==> src/hw/softkey_pkg.sv <==
// Constants shared by the software pushbutton/switch block
package softkey_pkg;

  // ****************************************
  // Register map (byte addresses)
  // ****************************************
  localparam logic [3:0] ctrl_offset = 4'h0;
  localparam logic [3:0] switch_offset = 4'h4;
  localparam logic [3:0] status_offset = 4'h8;
  localparam logic [3:0] scan_offset = 4'hc;

  // ****************************************
  // Field positions
  // ****************************************
  localparam int ctrl_action_bit = 0;
  localparam int ctrl_retain_bit = 1;
  localparam int ctrl_start_bit = 2;
  localparam int ctrl_run_bit = 3;
  localparam int switch_on_bit = 0;
  localparam int status_out_bit = 0;
  localparam int status_en_bit = 1;
  localparam int status_pend_bit = 2;
  localparam int status_fail_bit = 3;

  // ****************************************
  // Reset values
  // ****************************************
  localparam logic action_reset = 1'b0;
  localparam logic retain_reset = 1'b0;
  localparam logic start_reset = 1'b0;
  localparam logic run_reset = 1'b1;
  localparam logic switch_reset = 1'b0;

  // ****************************************
  // Timing
  // ****************************************
  localparam int clk_period_ns = 50;
  localparam int scan_time_ns = 50000;
  localparam logic [15:0] scan_cycles_reset =
    16'(scan_time_ns / clk_period_ns);

  // ****************************************
  // Encodings
  // ****************************************
  localparam logic action_momentary = 1'b0;
  localparam logic action_latching = 1'b1;
  localparam logic [1:0] resp_okay = 2'b00;
  localparam logic [1:0] resp_slverr = 2'b10;

endpackage : softkey_pkg

==> src/hw/softkey.sv <==
// Software pushbutton/switch block with an AXI4-Lite register slave
`timescale 1ns/1ns
// Contract
// - Output set: enable high, switch on confirmed
// - Setting ignores momentary or latching action
// - Action selects momentary or latching
// - Enable rising edge resets output
// - Momentary clears output after one cycle
// - Confirmed switch off clears output
// - Non-retentive output loads start state
// - Action resets to momentary
module softkey (
  input wire logic aclk,
  input wire logic aresetn,
  input wire logic ce,
  input wire logic enable_pin,
  input wire logic power_fail_pin,
  output logic out_q,
  output logic scan_tick_q,
  input wire logic [3:0] s_axi_awaddr,
  input wire logic [2:0] s_axi_awprot,
  input wire logic s_axi_awvalid,
  output logic s_axi_awready,
  input wire logic [31:0] s_axi_wdata,
  input wire logic [3:0] s_axi_wstrb,
  input wire logic s_axi_wvalid,
  output logic s_axi_wready,
  output logic [1:0] s_axi_bresp,
  output logic s_axi_bvalid,
  input wire logic s_axi_bready,
  input wire logic [3:0] s_axi_araddr,
  input wire logic [2:0] s_axi_arprot,
  input wire logic s_axi_arvalid,
  output logic s_axi_arready,
  output logic [31:0] s_axi_rdata,
  output logic [1:0] s_axi_rresp,
  output logic s_axi_rvalid,
  input wire logic s_axi_rready
);
  import softkey_pkg::*;

  // ****************************************
  // Declarations
  // ****************************************
  logic enable_sync;
  logic fail_sync;
  logic action_q;
  logic retain_q;
  logic start_q;
  logic run_q;
  logic switch_q;
  logic [15:0] scan_div_q;
  logic [15:0] scan_cnt_q;
  logic enable_prev_q;
  logic fail_prev_q;
  logic on_pending_q;
  logic off_pending_q;
  logic init_pending_q;
  logic pulse_live_q;
  logic [3:0] awaddr_q;
  logic aw_held_q;
  logic [31:0] wdata_q;
  logic [3:0] wstrb_q;
  logic w_held_q;
  logic do_write;
  logic [3:0] rd_addr;
  logic [31:0] rd_word;
  logic rd_hit;
  logic wr_hit;
  logic wr_switch;
  logic wr_switch_on;
  logic scan;
  logic power_back;
  logic enable_rise;

  // ****************************************
  // Pin synchronisers
  // ****************************************
  level_sync enable_sync_inst (
    .aclk(aclk),
    .aresetn(aresetn),
    .ce(ce),
    .async_in(enable_pin),
    .sync_out(enable_sync)
  );

  level_sync fail_sync_inst (
    .aclk(aclk),
    .aresetn(aresetn),
    .ce(ce),
    .async_in(power_fail_pin),
    .sync_out(fail_sync)
  );

  // ****************************************
  // AXI4-Lite write channel
  // ****************************************
  // Address and data are taken in either order and held until both exist
  assign do_write = aw_held_q && w_held_q && !s_axi_bvalid;
  assign wr_hit = (awaddr_q == ctrl_offset) ||
                  (awaddr_q == switch_offset) ||
                  (awaddr_q == scan_offset);
  assign wr_switch = do_write && (awaddr_q == switch_offset) && wstrb_q[0];
  assign wr_switch_on = wdata_q[switch_on_bit];

  always_ff @(posedge aclk) begin
    if (!aresetn) begin
      aw_held_q <= 1'b0;
      awaddr_q <= 4'h0;
      s_axi_awready <= 1'b0;
    end else if (ce) begin
      if (s_axi_awvalid && s_axi_awready) begin
        aw_held_q <= 1'b1;
        awaddr_q <= {s_axi_awaddr[3:2], 2'b00};
        s_axi_awready <= 1'b0;
      end else if (do_write) begin
        aw_held_q <= 1'b0;
      end else begin
        s_axi_awready <= !aw_held_q && s_axi_awvalid;
      end
    end
  end

  always_ff @(posedge aclk) begin
    if (!aresetn) begin
      w_held_q <= 1'b0;
      wdata_q <= 32'h0000_0000;
      wstrb_q <= 4'h0;
      s_axi_wready <= 1'b0;
    end else if (ce) begin
      if (s_axi_wvalid && s_axi_wready) begin
        w_held_q <= 1'b1;
        wdata_q <= s_axi_wdata;
        wstrb_q <= s_axi_wstrb;
        s_axi_wready <= 1'b0;
      end else if (do_write) begin
        w_held_q <= 1'b0;
      end else begin
        s_axi_wready <= !w_held_q && s_axi_wvalid;
      end
    end
  end

  always_ff @(posedge aclk) begin
    if (!aresetn) begin
      s_axi_bvalid <= 1'b0;
      s_axi_bresp <= resp_okay;
    end else if (ce) begin
      if (do_write) begin
        s_axi_bvalid <= 1'b1;
        s_axi_bresp <= wr_hit ? resp_okay : resp_slverr;
      end else if (s_axi_bready) begin
        s_axi_bvalid <= 1'b0;
      end
    end
  end

  // ****************************************
  // Configuration registers
  // ****************************************
  always_ff @(posedge aclk) begin
    if (!aresetn) begin
      action_q <= action_reset;
      retain_q <= retain_reset;
      start_q <= start_reset;
      run_q <= run_reset;
      scan_div_q <= scan_cycles_reset;
    end else if (ce && do_write) begin
      if (awaddr_q == ctrl_offset && wstrb_q[0]) begin
        action_q <= wdata_q[ctrl_action_bit];
        retain_q <= wdata_q[ctrl_retain_bit];
        start_q <= wdata_q[ctrl_start_bit];
        run_q <= wdata_q[ctrl_run_bit];
      end
      if (awaddr_q == scan_offset) begin
        if (wstrb_q[0]) begin
          scan_div_q[7:0] <= wdata_q[7:0];
        end
        if (wstrb_q[1]) begin
          scan_div_q[15:8] <= wdata_q[15:8];
        end
      end
    end
  end

  // A write to the switch register is the operator's confirmation
  always_ff @(posedge aclk) begin
    if (!aresetn) begin
      switch_q <= switch_reset;
    end else if (ce && wr_switch) begin
      switch_q <= wr_switch_on;
    end
  end

  // ****************************************
  // AXI4-Lite read channel
  // ****************************************
  assign rd_addr = {s_axi_araddr[3:2], 2'b00};

  always_comb begin
    rd_word = 32'h0000_0000;
    rd_hit = 1'b1;
    unique case (rd_addr)
      ctrl_offset: begin
        rd_word[ctrl_action_bit] = action_q;
        rd_word[ctrl_retain_bit] = retain_q;
        rd_word[ctrl_start_bit] = start_q;
        rd_word[ctrl_run_bit] = run_q;
      end
      switch_offset: begin
        rd_word[switch_on_bit] = switch_q;
      end
      status_offset: begin
        rd_word[status_out_bit] = out_q;
        rd_word[status_en_bit] = enable_sync;
        rd_word[status_pend_bit] = on_pending_q || off_pending_q;
        rd_word[status_fail_bit] = fail_sync;
      end
      scan_offset: begin
        rd_word[15:0] = scan_div_q;
      end
      default: begin
        rd_hit = 1'b0;
      end
    endcase
  end

  always_ff @(posedge aclk) begin
    if (!aresetn) begin
      s_axi_arready <= 1'b0;
      s_axi_rvalid <= 1'b0;
      s_axi_rdata <= 32'h0000_0000;
      s_axi_rresp <= resp_okay;
    end else if (ce) begin
      if (s_axi_arvalid && s_axi_arready) begin
        s_axi_arready <= 1'b0;
        s_axi_rvalid <= 1'b1;
        s_axi_rdata <= rd_word;
        s_axi_rresp <= rd_hit ? resp_okay : resp_slverr;
      end else if (s_axi_rvalid) begin
        if (s_axi_rready) begin
          s_axi_rvalid <= 1'b0;
        end
      end else begin
        s_axi_arready <= s_axi_arvalid;
      end
    end
  end

  // ****************************************
  // Program cycle timer
  // ****************************************
  // A divide value of zero behaves as one, so the scan never stalls
  assign scan = run_q && (scan_cnt_q == 16'h0000);

  always_ff @(posedge aclk) begin
    if (!aresetn) begin
      scan_cnt_q <= 16'h0000;
      scan_tick_q <= 1'b0;
    end else if (ce) begin
      scan_tick_q <= scan;
      if (!run_q || scan_cnt_q == 16'h0000) begin
        scan_cnt_q <= (scan_div_q == 16'h0000) ? 16'h0000
                                                : scan_div_q - 16'h0001;
      end else begin
        scan_cnt_q <= scan_cnt_q - 16'h0001;
      end
    end
  end

  // ****************************************
  // Confirmation and power events
  // ****************************************
  // Confirmations arrive at bus speed and are held until the next scan;
  // a new confirmation in the scan cycle wins over the consume
  always_ff @(posedge aclk) begin
    if (!aresetn) begin
      on_pending_q <= 1'b0;
      off_pending_q <= 1'b0;
    end else if (ce) begin
      if (wr_switch) begin
        on_pending_q <= wr_switch_on;
        off_pending_q <= !wr_switch_on;
      end else if (scan) begin
        on_pending_q <= 1'b0;
        off_pending_q <= 1'b0;
      end
    end
  end

  assign power_back = fail_prev_q && !fail_sync;

  // The first program start after reset and every power return load the start state into a non-retentive output
  always_ff @(posedge aclk) begin
    if (!aresetn) begin
      fail_prev_q <= 1'b0;
      init_pending_q <= 1'b1;
    end else if (ce) begin
      fail_prev_q <= fail_sync;
      if (power_back || (!run_q && init_pending_q)) begin
        init_pending_q <= 1'b1;
      end else if (scan) begin
        init_pending_q <= 1'b0;
      end
    end
  end

  // ****************************************
  // Output evaluation, once per program cycle
  // ****************************************
  assign enable_rise = enable_sync && !enable_prev_q;

  always_ff @(posedge aclk) begin
    if (!aresetn) begin
      enable_prev_q <= 1'b0;
    end else if (ce && scan) begin
      enable_prev_q <= enable_sync;
    end
  end

  always_ff @(posedge aclk) begin
    if (!aresetn) begin
      out_q <= 1'b0;
      pulse_live_q <= 1'b0;
    end else if (ce && scan) begin
      pulse_live_q <= 1'b0;
      if (init_pending_q) begin
        if (!retain_q) begin
          out_q <= start_q;
        end
      end else if (enable_rise) begin
        out_q <= 1'b0;
      end else if (off_pending_q) begin
        out_q <= 1'b0;
      end else if (on_pending_q && enable_sync) begin
        // Action is not looked at when setting
        out_q <= 1'b1;
        pulse_live_q <= 1'b1;
      end else if (pulse_live_q && action_q == action_momentary) begin
        out_q <= 1'b0;
      end else begin
        out_q <= out_q;
      end
    end
  end

endmodule : softkey

==> src/hw/level_sync.sv <==
// Two-flop synchroniser for one level from outside the clock domain
`timescale 1ns/1ns
module level_sync (
  input wire logic aclk,
  input wire logic aresetn,
  input wire logic ce,
  input wire logic async_in,
  output logic sync_out
);
  logic meta_q;

  // The first flop feeds only the second one
  always_ff @(posedge aclk) begin
    if (!aresetn) begin
      meta_q <= 1'b0;
      sync_out <= 1'b0;
    end else if (ce) begin
      meta_q <= async_in;
      sync_out <= meta_q;
    end
  end
endmodule : level_sync

==> config.mk <==
export PLATFORM = sky130hd
export DESIGN_NAME = softkey
export DESIGN_NICKNAME = d
export VERILOG_FILES = /design/src/hw/softkey_pkg.sv /design/src/hw/softkey.sv /design/src/hw/level_sync.sv
export SDC_FILE = /design/constraint.sdc
export NUM_CORES = 1
export LEC_CHECK = 0
export BUFFER_PORTS_ARGS = -buffer_cell sky130_fd_sc_hd__buf_2
export CAP_MARGIN = 20
export CORE_MARGIN = 4
export CORE_UTILIZATION = 58
export CTS_BUF_LIST = sky130_fd_sc_hd__clkbuf_4 sky130_fd_sc_hd__clkbuf_8 sky130_fd_sc_hd__clkbuf_16
export CTS_CLUSTER_DIAMETER = 40
export CTS_CLUSTER_SIZE = 40
export DETAILED_ROUTE_END_ITERATION = 7
export PLACE_DENSITY_LB_ADDON = 0.3
export SKIP_CTS_REPAIR_TIMING = 1
export SYNTH_ARGS = -nofsm -noshare
export SYNTH_HDL_FRONTEND = slang
export SYNTH_SLANG_ARGS = --single-unit
==> constraint.sdc <==
create_clock -name aclk -period 3.55 [get_ports aclk]
set_input_delay 1.065 -clock aclk [delete_from_list [all_inputs] [get_ports aclk]]
set_output_delay 1.065 -clock aclk [all_outputs]
set_load 0.02 [all_outputs]
==> impl_metrics.tcl, run 1 <==
set metrics [dict create \
    status "completed" \
    cts_root_buf "clkbuf_8" \
    antenna_found_initial 0 \
    cts_tree "yes" \
    synthCells 537 \
    cp.buffers_inverters 2 \
    grt_pass1_vias 3769 \
    final_area_mm2 0.00495 \
    grt_pass1_wl_um 17600 \
    die_area_mm2 0.00913 \
    critPathTopFamily "simple AND/OR/NAND/NOR gates" \
    ios 103 \
    area_growth_syn_to_layout_pct 11.3 \
    clock_path_buffers 2 \
    wl_um 10600 \
    vias_per_cell 5.85 \
    diodes 0 \
    grt_max_degree 72 \
    tns_ps 0 \
    fmax_mhz 381 \
    ys_async_sr_fraction 0 \
    crit_path_end_kind "register" \
    synth_top_area_frac 0.423 \
    fin_cells 681 \
    core_area_mm2 0.00737 \
    vias 3987 \
    ir_drop_mv 0.268 \
    synth_top_cell_by_area "dfxtp_1" \
    worst_ep_required_time_ps 3800 \
    fp-row-count 31 \
    rsz0062_at_grt "no" \
    drv_cap 0 \
    fin_crit_ps 2630 \
    crit_path_start_kind "input pin" \
    slowest_delay_ps 680 \
    tightest_slew_ps 800 \
    crit_arrival_ps 2880 \
    pwr-share-seq 0.431 \
    path_max_fanout 45 \
    routedWlPerCell_um 15.6 \
    grtUsageTotal 0.244 \
    ant_nets 0 \
    postSynthAreaPerCell_um2 8.28 \
    netlist_area_mm2 0.00445 \
    power.share.combinational 0.264 \
    drive_above_1_share 0.153 \
    max_slew_margin 0.465 \
    overflow 0 \
    p_int_mw 1.90 \
    port_buffers 56 \
    gp_congestion 0.871 \
    numCtsBuffers 9 \
    first_pass_iters 5 \
    crit_type "input pin to register" \
    p_per_area_mw_per_mm2 577 \
    path_clk_slew_ps 100 \
    drt_iter0_drc 332 \
    dp_hpwl_um 7230 \
    total_power_mw 2.86 \
    clkPwrFrac 0.306 \
    path_cells "buf_2 > buf_4 > nand3_1 > a221oi_1 > a21oi_1" \
    power_switching_mw 0.953 \
    drv_slew 0 \
    switching_share 0.333 \
    initial_core_util 0.603 \
    synth_seq_cells 94 \
    die_h_um 95.6 \
    synthFlopType "dfxtp_1" \
    placedCellCount 665 \
    synth_area_leaders "dfxtp_1, nand2_1, mux2i_1" \
    cts.sinks 94 \
    synth_edf_count 0 \
    clock_latency_ps 370 \
    final-setup-viol-count 0 \
    hold_class "register to register" \
    fillers 629 \
    drc 0 \
    nets 644 \
    fin_skew_ps 11.6 \
    finalCritPeriodShare 0.740 \
    synth.distinct_cells 60 \
    p_leak_nw 1.99 \
    yosys_warnings 0 \
    timing_hold_violations_final 0 \
    ys_seq_area_frac 0.423 \
    placed_cell_area_mm2 0.00470 \
    fp.dieW_um 95.6 \
    cp_slowest_cell "nand3_1" \
    htree_levels 3 \
]
==> synth_stat cells, types with 2 or more instances <==
cell type,n
dfxtp_1,94
nand2_1,76
nor2_1,54
a21oi_1,50
clkbuf_1,29
mux2i_1,27
nand3_1,26
buf_4,18
nor3_1,14
o21ai_0,14
nand4_1,10
xor2_1,10
inv_1,9
a31oi_1,8
ha_1,7
nand3b_1,6
o21ai_1,6
nor4_1,5
xnor2_1,5
and3_1,4
nand4b_1,4
o211ai_1,4
a32oi_1,3
nand2b_1,3
nor2b_1,3
o2111ai_1,3
or4_4,3
a211oi_1,2
a21boi_0,2
a222oi_1,2
a22oi_1,2
buf_1,2
nor3b_1,2
nor4b_1,2
o22ai_1,2
or4_1,2
==> logic make-up (layout without fill, tap and decap cells) <==
family | Yosys count | count (layout) | synth area share
other | 1 | 18 | 0.000844
muxes | 27 | 27 | 0.0608
DFF | 94 | 94 | 0.423
buffers and inverters | 60 | 88 | 0.0661
xor gates and xnor gates | 15 | 15 | 0.0296
adders and majority gates | 7 | 7 | 0.0197
AOI/OAI and AO/OA | 109 | 109 | 0.154
and+or+nand+nor | 224 | 224 | 0.246
==> layout by cell type (no fill, tap or decap), types with 9 or more instances in the layout <==
| cell | count |
|---|---|
| buf_2 | 56 |
| dfxtp_1 | 94 |
| nand3_1 | 26 |
| nand4_1 | 10 |
| xor2_1 | 10 |
| inv_1 | 9 |
| conb_1 | 18 |
| nand2_1 | 76 |
| nor2_1 | 54 |
| mux2i_1 | 27 |
| clkbuf_8 | 9 |
| a21oi_1 | 50 |
| o21ai_0 | 14 |
| nor3_1 | 14 |
==> layer usage <==
metal  up-vias  global-route usage  part of all wire
met1      1869               0.320              0.42
met4         0              0.0960             0.018
li1       1944                   -                 -
met2       159               0.401              0.49
met3        15              0.0403             0.072
met5         -                   0                 0
==> worst register-to-register path: cells and delay by family, from the launching register on <==
| family | cells | cell delay (ps) |
|---|---|---|
| buffers and inverters | 1 | 110 |
| adder cells (fa/ha/maj) | 1 | 140 |
| AO/OA/AOI/OAI | 1 | 400 |
| multiplexers | 1 | 240 |
| flip-flops | 1 | 370 |
| AND/OR/NAND/NOR | 3 | 1020 |
==> registers in the layout, indices dropped and copies added (netlist names), 2 cells and up <==
| signal | count |
|---|---|
| scan_cnt_q | 16 |
| wdata_q | 16 |
| s_axi_rdata | 16 |
| wstrb_q | 2 |
| scan_div_q | 16 |
| awaddr_q | 2 |
==> through the flow <==
step | utilization | hold WS [ps] | setup WS, ps
3_5_place_dp | 0.638 | 441 | 552
4_1_cts | 0.671 | 453 | 947
3_3_place_gp | 0.638 | 438 | 595
2_1_floorplan | - | 436 | 1140
5_1_grt | 0.671 | 467 | 773
6_report | 0.671 | 450 | 924
==> final timing paths <==
kind                                    start                          end  slack [ps]  cells after the start
setup / recovery                           ce  s_axi_rdata[0]$_SDFFE_PN0P_         920                      5
hold reg to reg   s_axi_rdata[9]$_SDFFE_PN0P_  s_axi_rdata[9]$_SDFFE_PN0P_         450                      2
setup reg to reg   scan_cnt_q[0]$_SDFFE_PN0P_           out_q$_SDFFE_PN0P_        1160                      7
hold / removal    s_axi_rdata[9]$_SDFFE_PN0P_  s_axi_rdata[9]$_SDFFE_PN0P_         450                      2
==> power groups by stage <==
stage | Clock [mW] | Combinational (mW) | Sequential (mW)
2_1_floorplan | 0 | 0.602 | 1.23
6_report | 0.873 | 0.754 | 1.23
3_3_place_gp | 0 | 0.719 | 1.24
3_5_place_dp | 0 | 0.731 | 1.25
4_1_cts | 0.875 | 0.742 | 1.23
5_1_grt | 0.926 | 0.838 | 1.24
==> area by class of cell <==
type	instances	area (um2)	area share
timing repair buffer	62	325	0.0657
clock buffer	10	131	0.0265
tap	99	124	0.0250
sequential	94	1880	0.380
inverter	10	37.5	0.00759
clock inverter	6	115	0.0233
multi-input combinational	400	2330	0.472
Power figures use the tool's default switching activity.
==> run 2, diff against run 1 <==
ABC_AREA = 1   (was not set)
CORE_UTILIZATION = 55   (was 58)
clock period = 2.7 ns   (was 3.55 ns; I/O delays follow)
==> run 2 against run 1 <==
  * Cell count grew 21%
  * Combinational power fell by 45%
  * Sequential share of layout area is 1.9 points lower
  * Sequential power grew 20%
  * First-iteration DRC count decreased by 44%
==> impl_metrics.tcl, run 2 <==
set metrics [dict create \
    pre_cts_slack_ps 597 \
    seq_area_mm2 0.00188 \
    pwr-share-seq 0.528 \
    numCtsBuffers 9 \
    vias 4293 \
    worst_ep_required_time_ps 1890 \
    status "completed" \
    core_area_mm2 0.00830 \
    synth_compound_area_frac 0.175 \
    initial_core_util 0.570 \
    cts_root_buf "clkbuf_8" \
    cp_slowest_cell "dfxtp_1" \
    ir_drop_mv 0.325 \
    fin_cells 825 \
    synthCells 668 \
    p_leak_nw 2.35 \
    ys_seq_area_frac 0.398 \
    fp-row-count 33 \
    hold_end "wdata_q[11]$_SDFFE_PN0P_" \
    crit_path_end_kind "primary output" \
    yosys_warnings 0 \
    dp_hpwl_um 8060 \
    fp.dieW_um 101 \
    synth_top_family_by_area "simple AND/OR/NAND/NOR gates" \
    clock_latency_ps 370 \
    path_clk_slew_ps 100 \
    switching_share 0.310 \
    slowest_delay_ps 410 \
    synth_xor_area_frac 0.0259 \
    final-setup-viol-count 0 \
    p_per_area_mw_per_mm2 538 \
    grtUsageTotal 0.221 \
    path_cells "buf_2" \
    fin_crit_ps 1780 \
    cp.buffers_inverters 1 \
    setup_ws_ps 924 \
    cts_tree "yes" \
    synth_top_area_frac 0.398 \
    drt_iter0_drc 187 \
    synth_area_leaders "dfxtp_1, nand2_1, a21oi_1" \
    ant_nets 0 \
    synth_common_cells "nand2_1, dfxtp_1, a21oi_1" \
    synthMuxAreaShare 0 \
    gp_congestion 0.890 \
    clock_path_buffers 2 \
    crit_arrival_ps 970 \
    drv_cap 0 \
    grt_max_degree 43 \
    power.share.combinational 0.149 \
    die_area_mm2 0.0102 \
    port_buffers 56 \
    htree_levels 3 \
    fmax_mhz 563 \
    drv_slew 0 \
    synth.distinct_cells 35 \
    drive_above_1_share 0.161 \
    crit-reg2reg-launch "scan_div_q[0]$_SDFFE_PN0P_" \
    fin_skew_ps 10.1 \
    first_pass_iters 5 \
    yosys.area_share.adder 0.0185 \
    rsz0062_at_grt "no" \
    critPathTopFamily "flip-flops" \
    layout_common_cells "nand2_1, dfxtp_1, a21oi_1, nor2_1, inv_1" \
    ys_async_sr_fraction 0 \
    timing_hold_violations_final 0 \
    tightest_slew_ps 558 \
    ios 103 \
    final_common_cell "nand2_1" \
    antenna_found_initial 0 \
    grt_pass1_wl_um 18300 \
    yosys.cell_count.top_type "nand2_1" \
    nets 782 \
    vias_per_cell 5.20 \
    routedWlPerCell_um 13.0 \
    rrSetupSlack_ps 990 \
    diodes 0 \
    grt_pass1_vias 4070 \
    synth_top_cell_by_area "dfxtp_1" \
    netlist_area_mm2 0.00473 \
    overflow 0 \
    ff2ff_path_depth 11 \
    p_int_mw 1.93 \
    power_switching_mw 0.869 \
    finalCritPeriodShare 0.658 \
    crit_type "register to primary output" \
    min_path_cells 2 \
    tns_ps 0 \
    clkPwrFrac 0.323 \
    placedCellCount 809 \
    max_slew_margin 0.628 \
    wl_um 10700 \
    synth_seq_cells 94 \
    die_h_um 101 \
    hold_class "register to register" \
    synthFlopType "dfxtp_1" \
    multiInputGateArea_mm2 0.00237 \
    crit_path_start_kind "register" \
    hold_ws_ps 454 \
    min_from "wdata_q[11]$_SDFFE_PN0P_" \
    r2r_end "scan_cnt_q[13]$_SDFFE_PN0P_" \
    postSynthAreaPerCell_um2 7.08 \
    cts.sinks 94 \
    drc 0 \
    path_max_fanout 4 \
    yosys.area_share.simple 0.268 \
    area_growth_syn_to_layout_pct 10.1 \
    fillers 789 \
    synth_edf_count 0 \
]
==> run 2: cell count changes in the layout (fill, tap and decap cells not counted), moves of 23 or more <==
cell,before,now
inv_1,9,69
nor2_1,54,77
a21oi_1,50,80
nand2_1,76,122
mux2i_1,27,0
o21ai_0,14,66
==> run 2: through the flow <==
stage / utilization / total power [mW] / area (um2)
floorplan: - / 1.84 / 4800
global placement: 0.605 / 1.91 / 5020
detailed placement: 0.605 / 1.93 / 5020
CTS: 0.628 / 2.81 / 5210
global route: 0.628 / 2.95 / 5210
finish: 0.628 / 2.80 / 5210
==> run 2: cell families after synthesis <==
kind of cell    count (synthesis)
simple gates                  274
compound gates                158
buf+inv                       120
flops                          94
xor+xnor                       14
fa+ha+maj                       7
other cells                     1
==> run 2: tightest hold or removal path: stages (launching register included) <==
cell,delay (ps)
dfxtp_1,320
inv_1,50
a21oi_1,50
==> run 2: routing by layer <==
| metal | track usage | share of wire | up-vias |
|---|---|---|---|
| li1 | - | - | 2217 |
| met1 | 0.289 | 0.47 | 1959 |
| met2 | 0.367 | 0.47 | 107 |
| met3 | 0.0471 | 0.049 | 10 |
| met4 | 0.0674 | 0.011 | 0 |
| met5 | 0 | 0 | - |
==> run 2: how the worst max path moves through the flow <==
stage,end,slack [ps],cells past startpoint,from
after global placement,s_axi_rdata[0]$_SDFFE_PN0P_,670,6,s_axi_araddr[2]
final,s_axi_rvalid,920,1,s_axi_rvalid$_SDFFE_PN0P_
after CTS,s_axi_rvalid,910,1,s_axi_rvalid$_SDFFE_PN0P_
after floorplan,scan_div_q[4]$_SDFFE_PN0P_,960,7,ce
after global routing,scan_cnt_q[13]$_SDFFE_PN0P_,810,11,scan_div_q[0]$_SDFFE_PN0P_
after detailed placement,s_axi_rdata[0]$_SDFFE_PN0P_,600,6,s_axi_araddr[2]
==> run 2: area by class of cell <==
class / instances / area share
timing repair buffer: 62 / 0.0648
sequential: 94 / 0.361
inverter: 77 / 0.0564
tap: 105 / 0.0252
clock buffer: 9 / 0.0238
multi-input combinational: 471 / 0.455
clock inverter: 7 / 0.0134
==> run 2: power by group through the flow <==
stage | sequential (mW) | clock, mW | combinational [mW]
6_report | 1.48 | 0.904 | 0.417
5_1_grt | 1.49 | 0.977 | 0.482
4_1_cts | 1.48 | 0.917 | 0.417
3_5_place_dp | 1.51 | 0 | 0.414
3_3_place_gp | 1.51 | 0 | 0.403
2_1_floorplan | 1.51 | 0 | 0.336
==> run 3, diff against run 2 <==
ABC_AREA = 0   (was 1)
CORE_UTILIZATION = 54   (was 55)
clock period = 1.82 ns   (was 2.7 ns; I/O delays follow)
==> run 3 against run 2 <==
  * The run now ends with negative setup slack left
  * Combinational power increased to 6.3 times the previous value
  * Critical endpoint is now pulse_live_q$_SDFFE_PN0P_
  * Clock skew decreased by 0.84 ps
  * Sequential cell count is the same
  * Total power up 120%
  * Routed wire length increased by 13%
  * Highest routed layer unchanged
  * Non-clock buffer count increased by 60
  * Clock-buffer cell count did not move
==> impl_metrics.tcl, run 3 (same netlist as run 1, synthesis figures left out) <==
set metrics [dict create \
    status "complete, but fails checks" \
    violations "negative setup slack" \
    finalCritPeriodShare 1.19 \
    fin_skew_ps 9.22 \
    pwr-share-seq 0.371 \
    vias 4358 \
    grtUsageTotal 0.228 \
    initial_core_util 0.566 \
    drc 0 \
    path_max_fanout 6 \
    power.share.combinational 0.418 \
    final_common_cell "dfxtp_1" \
    path_clk_slew_ps 100 \
    final-setup-viol-count 23 \
    fp.dieW_um 98.7 \
    grt_pass1_wl_um 18500 \
    hold_end "wdata_q[10]$_SDFFE_PN0P_" \
    ant_nets 0 \
    overflow 0 \
    die_area_mm2 0.00975 \
    wl_um 12100 \
    crit_arrival_ps 2420 \
    cts.sinks 94 \
    grt_pass1_vias 4041 \
    antenna_found_initial 0 \
    cts_tree "yes" \
    port_buffers 56 \
    p_per_area_mw_per_mm2 1120 \
    min_path_cells 3 \
    drt_iter0_drc 209 \
    fp-row-count 32 \
    nets 704 \
    rrSetupSlack_ps -340 \
    crit_path_end_kind "register" \
    crit_path_start_kind "register" \
    core_area_mm2 0.00785 \
    vias_per_cell 5.87 \
    crit-reg2reg-launch "scan_cnt_q[6]$_SDFFE_PN0P_" \
    layout_common_cells "dfxtp_1, nand2_1, buf_4, buf_2, nor2_1" \
    die_h_um 98.7 \
    diodes 0 \
    setup_ws_ps -343 \
    clkPwrFrac 0.211 \
    cts_root_buf "clkbuf_8" \
    tns_ps -5630 \
    area_growth_syn_to_layout_pct 26.0 \
    routedWlPerCell_um 16.3 \
    max_slew_margin 0.447 \
    drv_slew 0 \
    worst_ep_required_time_ps 2080 \
    p_leak_nw 2.30 \
    rsz0062_at_grt "yes" \
    ir_drop_mv 0.549 \
    power_switching_mw 2.31 \
    ios 103 \
    drv_cap 0 \
    dp_hpwl_um 8170 \
    clock_path_buffers 2 \
    timing_hold_violations_final 0 \
    fmax_mhz 462 \
    p_int_mw 3.94 \
    ff2ff_path_depth 5 \
    fin_crit_ps 2160 \
    hold_class "input pin to register" \
    gp_congestion 0.844 \
    crit_type "register to register" \
    tightest_slew_ps 808 \
    htree_levels 3 \
    r2r_end "pulse_live_q$_SDFFE_PN0P_" \
    drive_above_1_share 0.282 \
    first_pass_iters 5 \
    min_from "s_axi_wdata[10]" \
    numCtsBuffers 9 \
    switching_share 0.370 \
    pre_cts_slack_ps -340 \
    grt_max_degree 73 \
    clock_latency_ps 370 \
]
## run 3: cell count changes in the layout (fill, tap and decap cells not counted), sizes merged, moves of 30 or more
cell / delta
a21oi: -30
nand2: -52
o21ai: -46
buf: +60
inv: -64
nor2: -38
## run 3: routing by layer
| layer | up-vias | GRT usage | part of all wire |
|---|---|---|---|
| li1 | 2064 | - | - |
| met1 | 2067 | 0.283 | 0.41 |
| met2 | 203 | 0.391 | 0.50 |
| met3 | 24 | 0.0524 | 0.073 |
| met4 | 0 | 0.0735 | 0.023 |
| met5 | - | 0 | 0 |
## run 3: through the flow
stage / power [mW] / instance area [um2] / util / cells / hold WS [ps]
detailed placement: 4.40 / 5200 / 0.663 / 723 / 442
finish: 6.25 / 5600 / 0.714 / 743 / 405
global placement: 4.32 / 5200 / 0.663 / 723 / 437
floorplan: 3.73 / 4600 / - / 554 / 436
CTS: 5.69 / 5380 / 0.686 / 738 / 400
global route: 6.55 / 5600 / 0.714 / 743 / 396
## run 3: worst max path at each step
| stage | from | endpoint | slack (ps) | cells past startpoint |
|---|---|---|---|---|
| 4_1_cts | scan_cnt_q[0]$_SDFFE_PN0P_ | on_pending_q$_SDFFE_PN0P_ | -350 | 7 |
| 3_5_place_dp | scan_cnt_q[0]$_SDFFE_PN0P_ | on_pending_q$_SDFFE_PN0P_ | -340 | 7 |
| 5_1_grt | scan_cnt_q[6]$_SDFFE_PN0P_ | pulse_live_q$_SDFFE_PN0P_ | -370 | 5 |
| 6_report | scan_cnt_q[6]$_SDFFE_PN0P_ | pulse_live_q$_SDFFE_PN0P_ | -340 | 5 |
| 2_1_floorplan | scan_cnt_q[0]$_SDFFE_PN0P_ | enable_prev_q$_SDFFE_PN0P_ | -290 | 8 |
| 3_3_place_gp | scan_cnt_q[0]$_SDFFE_PN0P_ | pulse_live_q$_SDFFE_PN0P_ | -300 | 7 |
## run 3: worst max-delay path, cell delays in order, from the launching register on
cell and delay [ps]:
dfxtp_2 340, or4_4 580, or4_4 610, or2_4 290, a21oi_1 180, nor2_1 60
## run 3: power groups by stage
| stage | registers, mW | logic [mW] | clock network, mW |
|---|---|---|---|
| after global placement | 2.35 | 1.97 | 0 |
| after CTS | 2.31 | 2.05 | 1.32 |
| after detailed placement | 2.36 | 2.04 | 0 |
| final | 2.32 | 2.61 | 1.32 |
| after floorplan | 2.41 | 1.31 | 0 |
| after global routing | 2.33 | 2.79 | 1.43 |
## run 3: layout make-up
type                            count  area (um2)
Clock inverter                      6        55.1
Clock buffer                        9         124
Fill cell                         614        2250
Timing Repair Buffer              122         831
Sequential cell                    94        1890
Tap cell                          102         128
Inverter                           10        37.5
Multi-Input combinational cell    400        2540
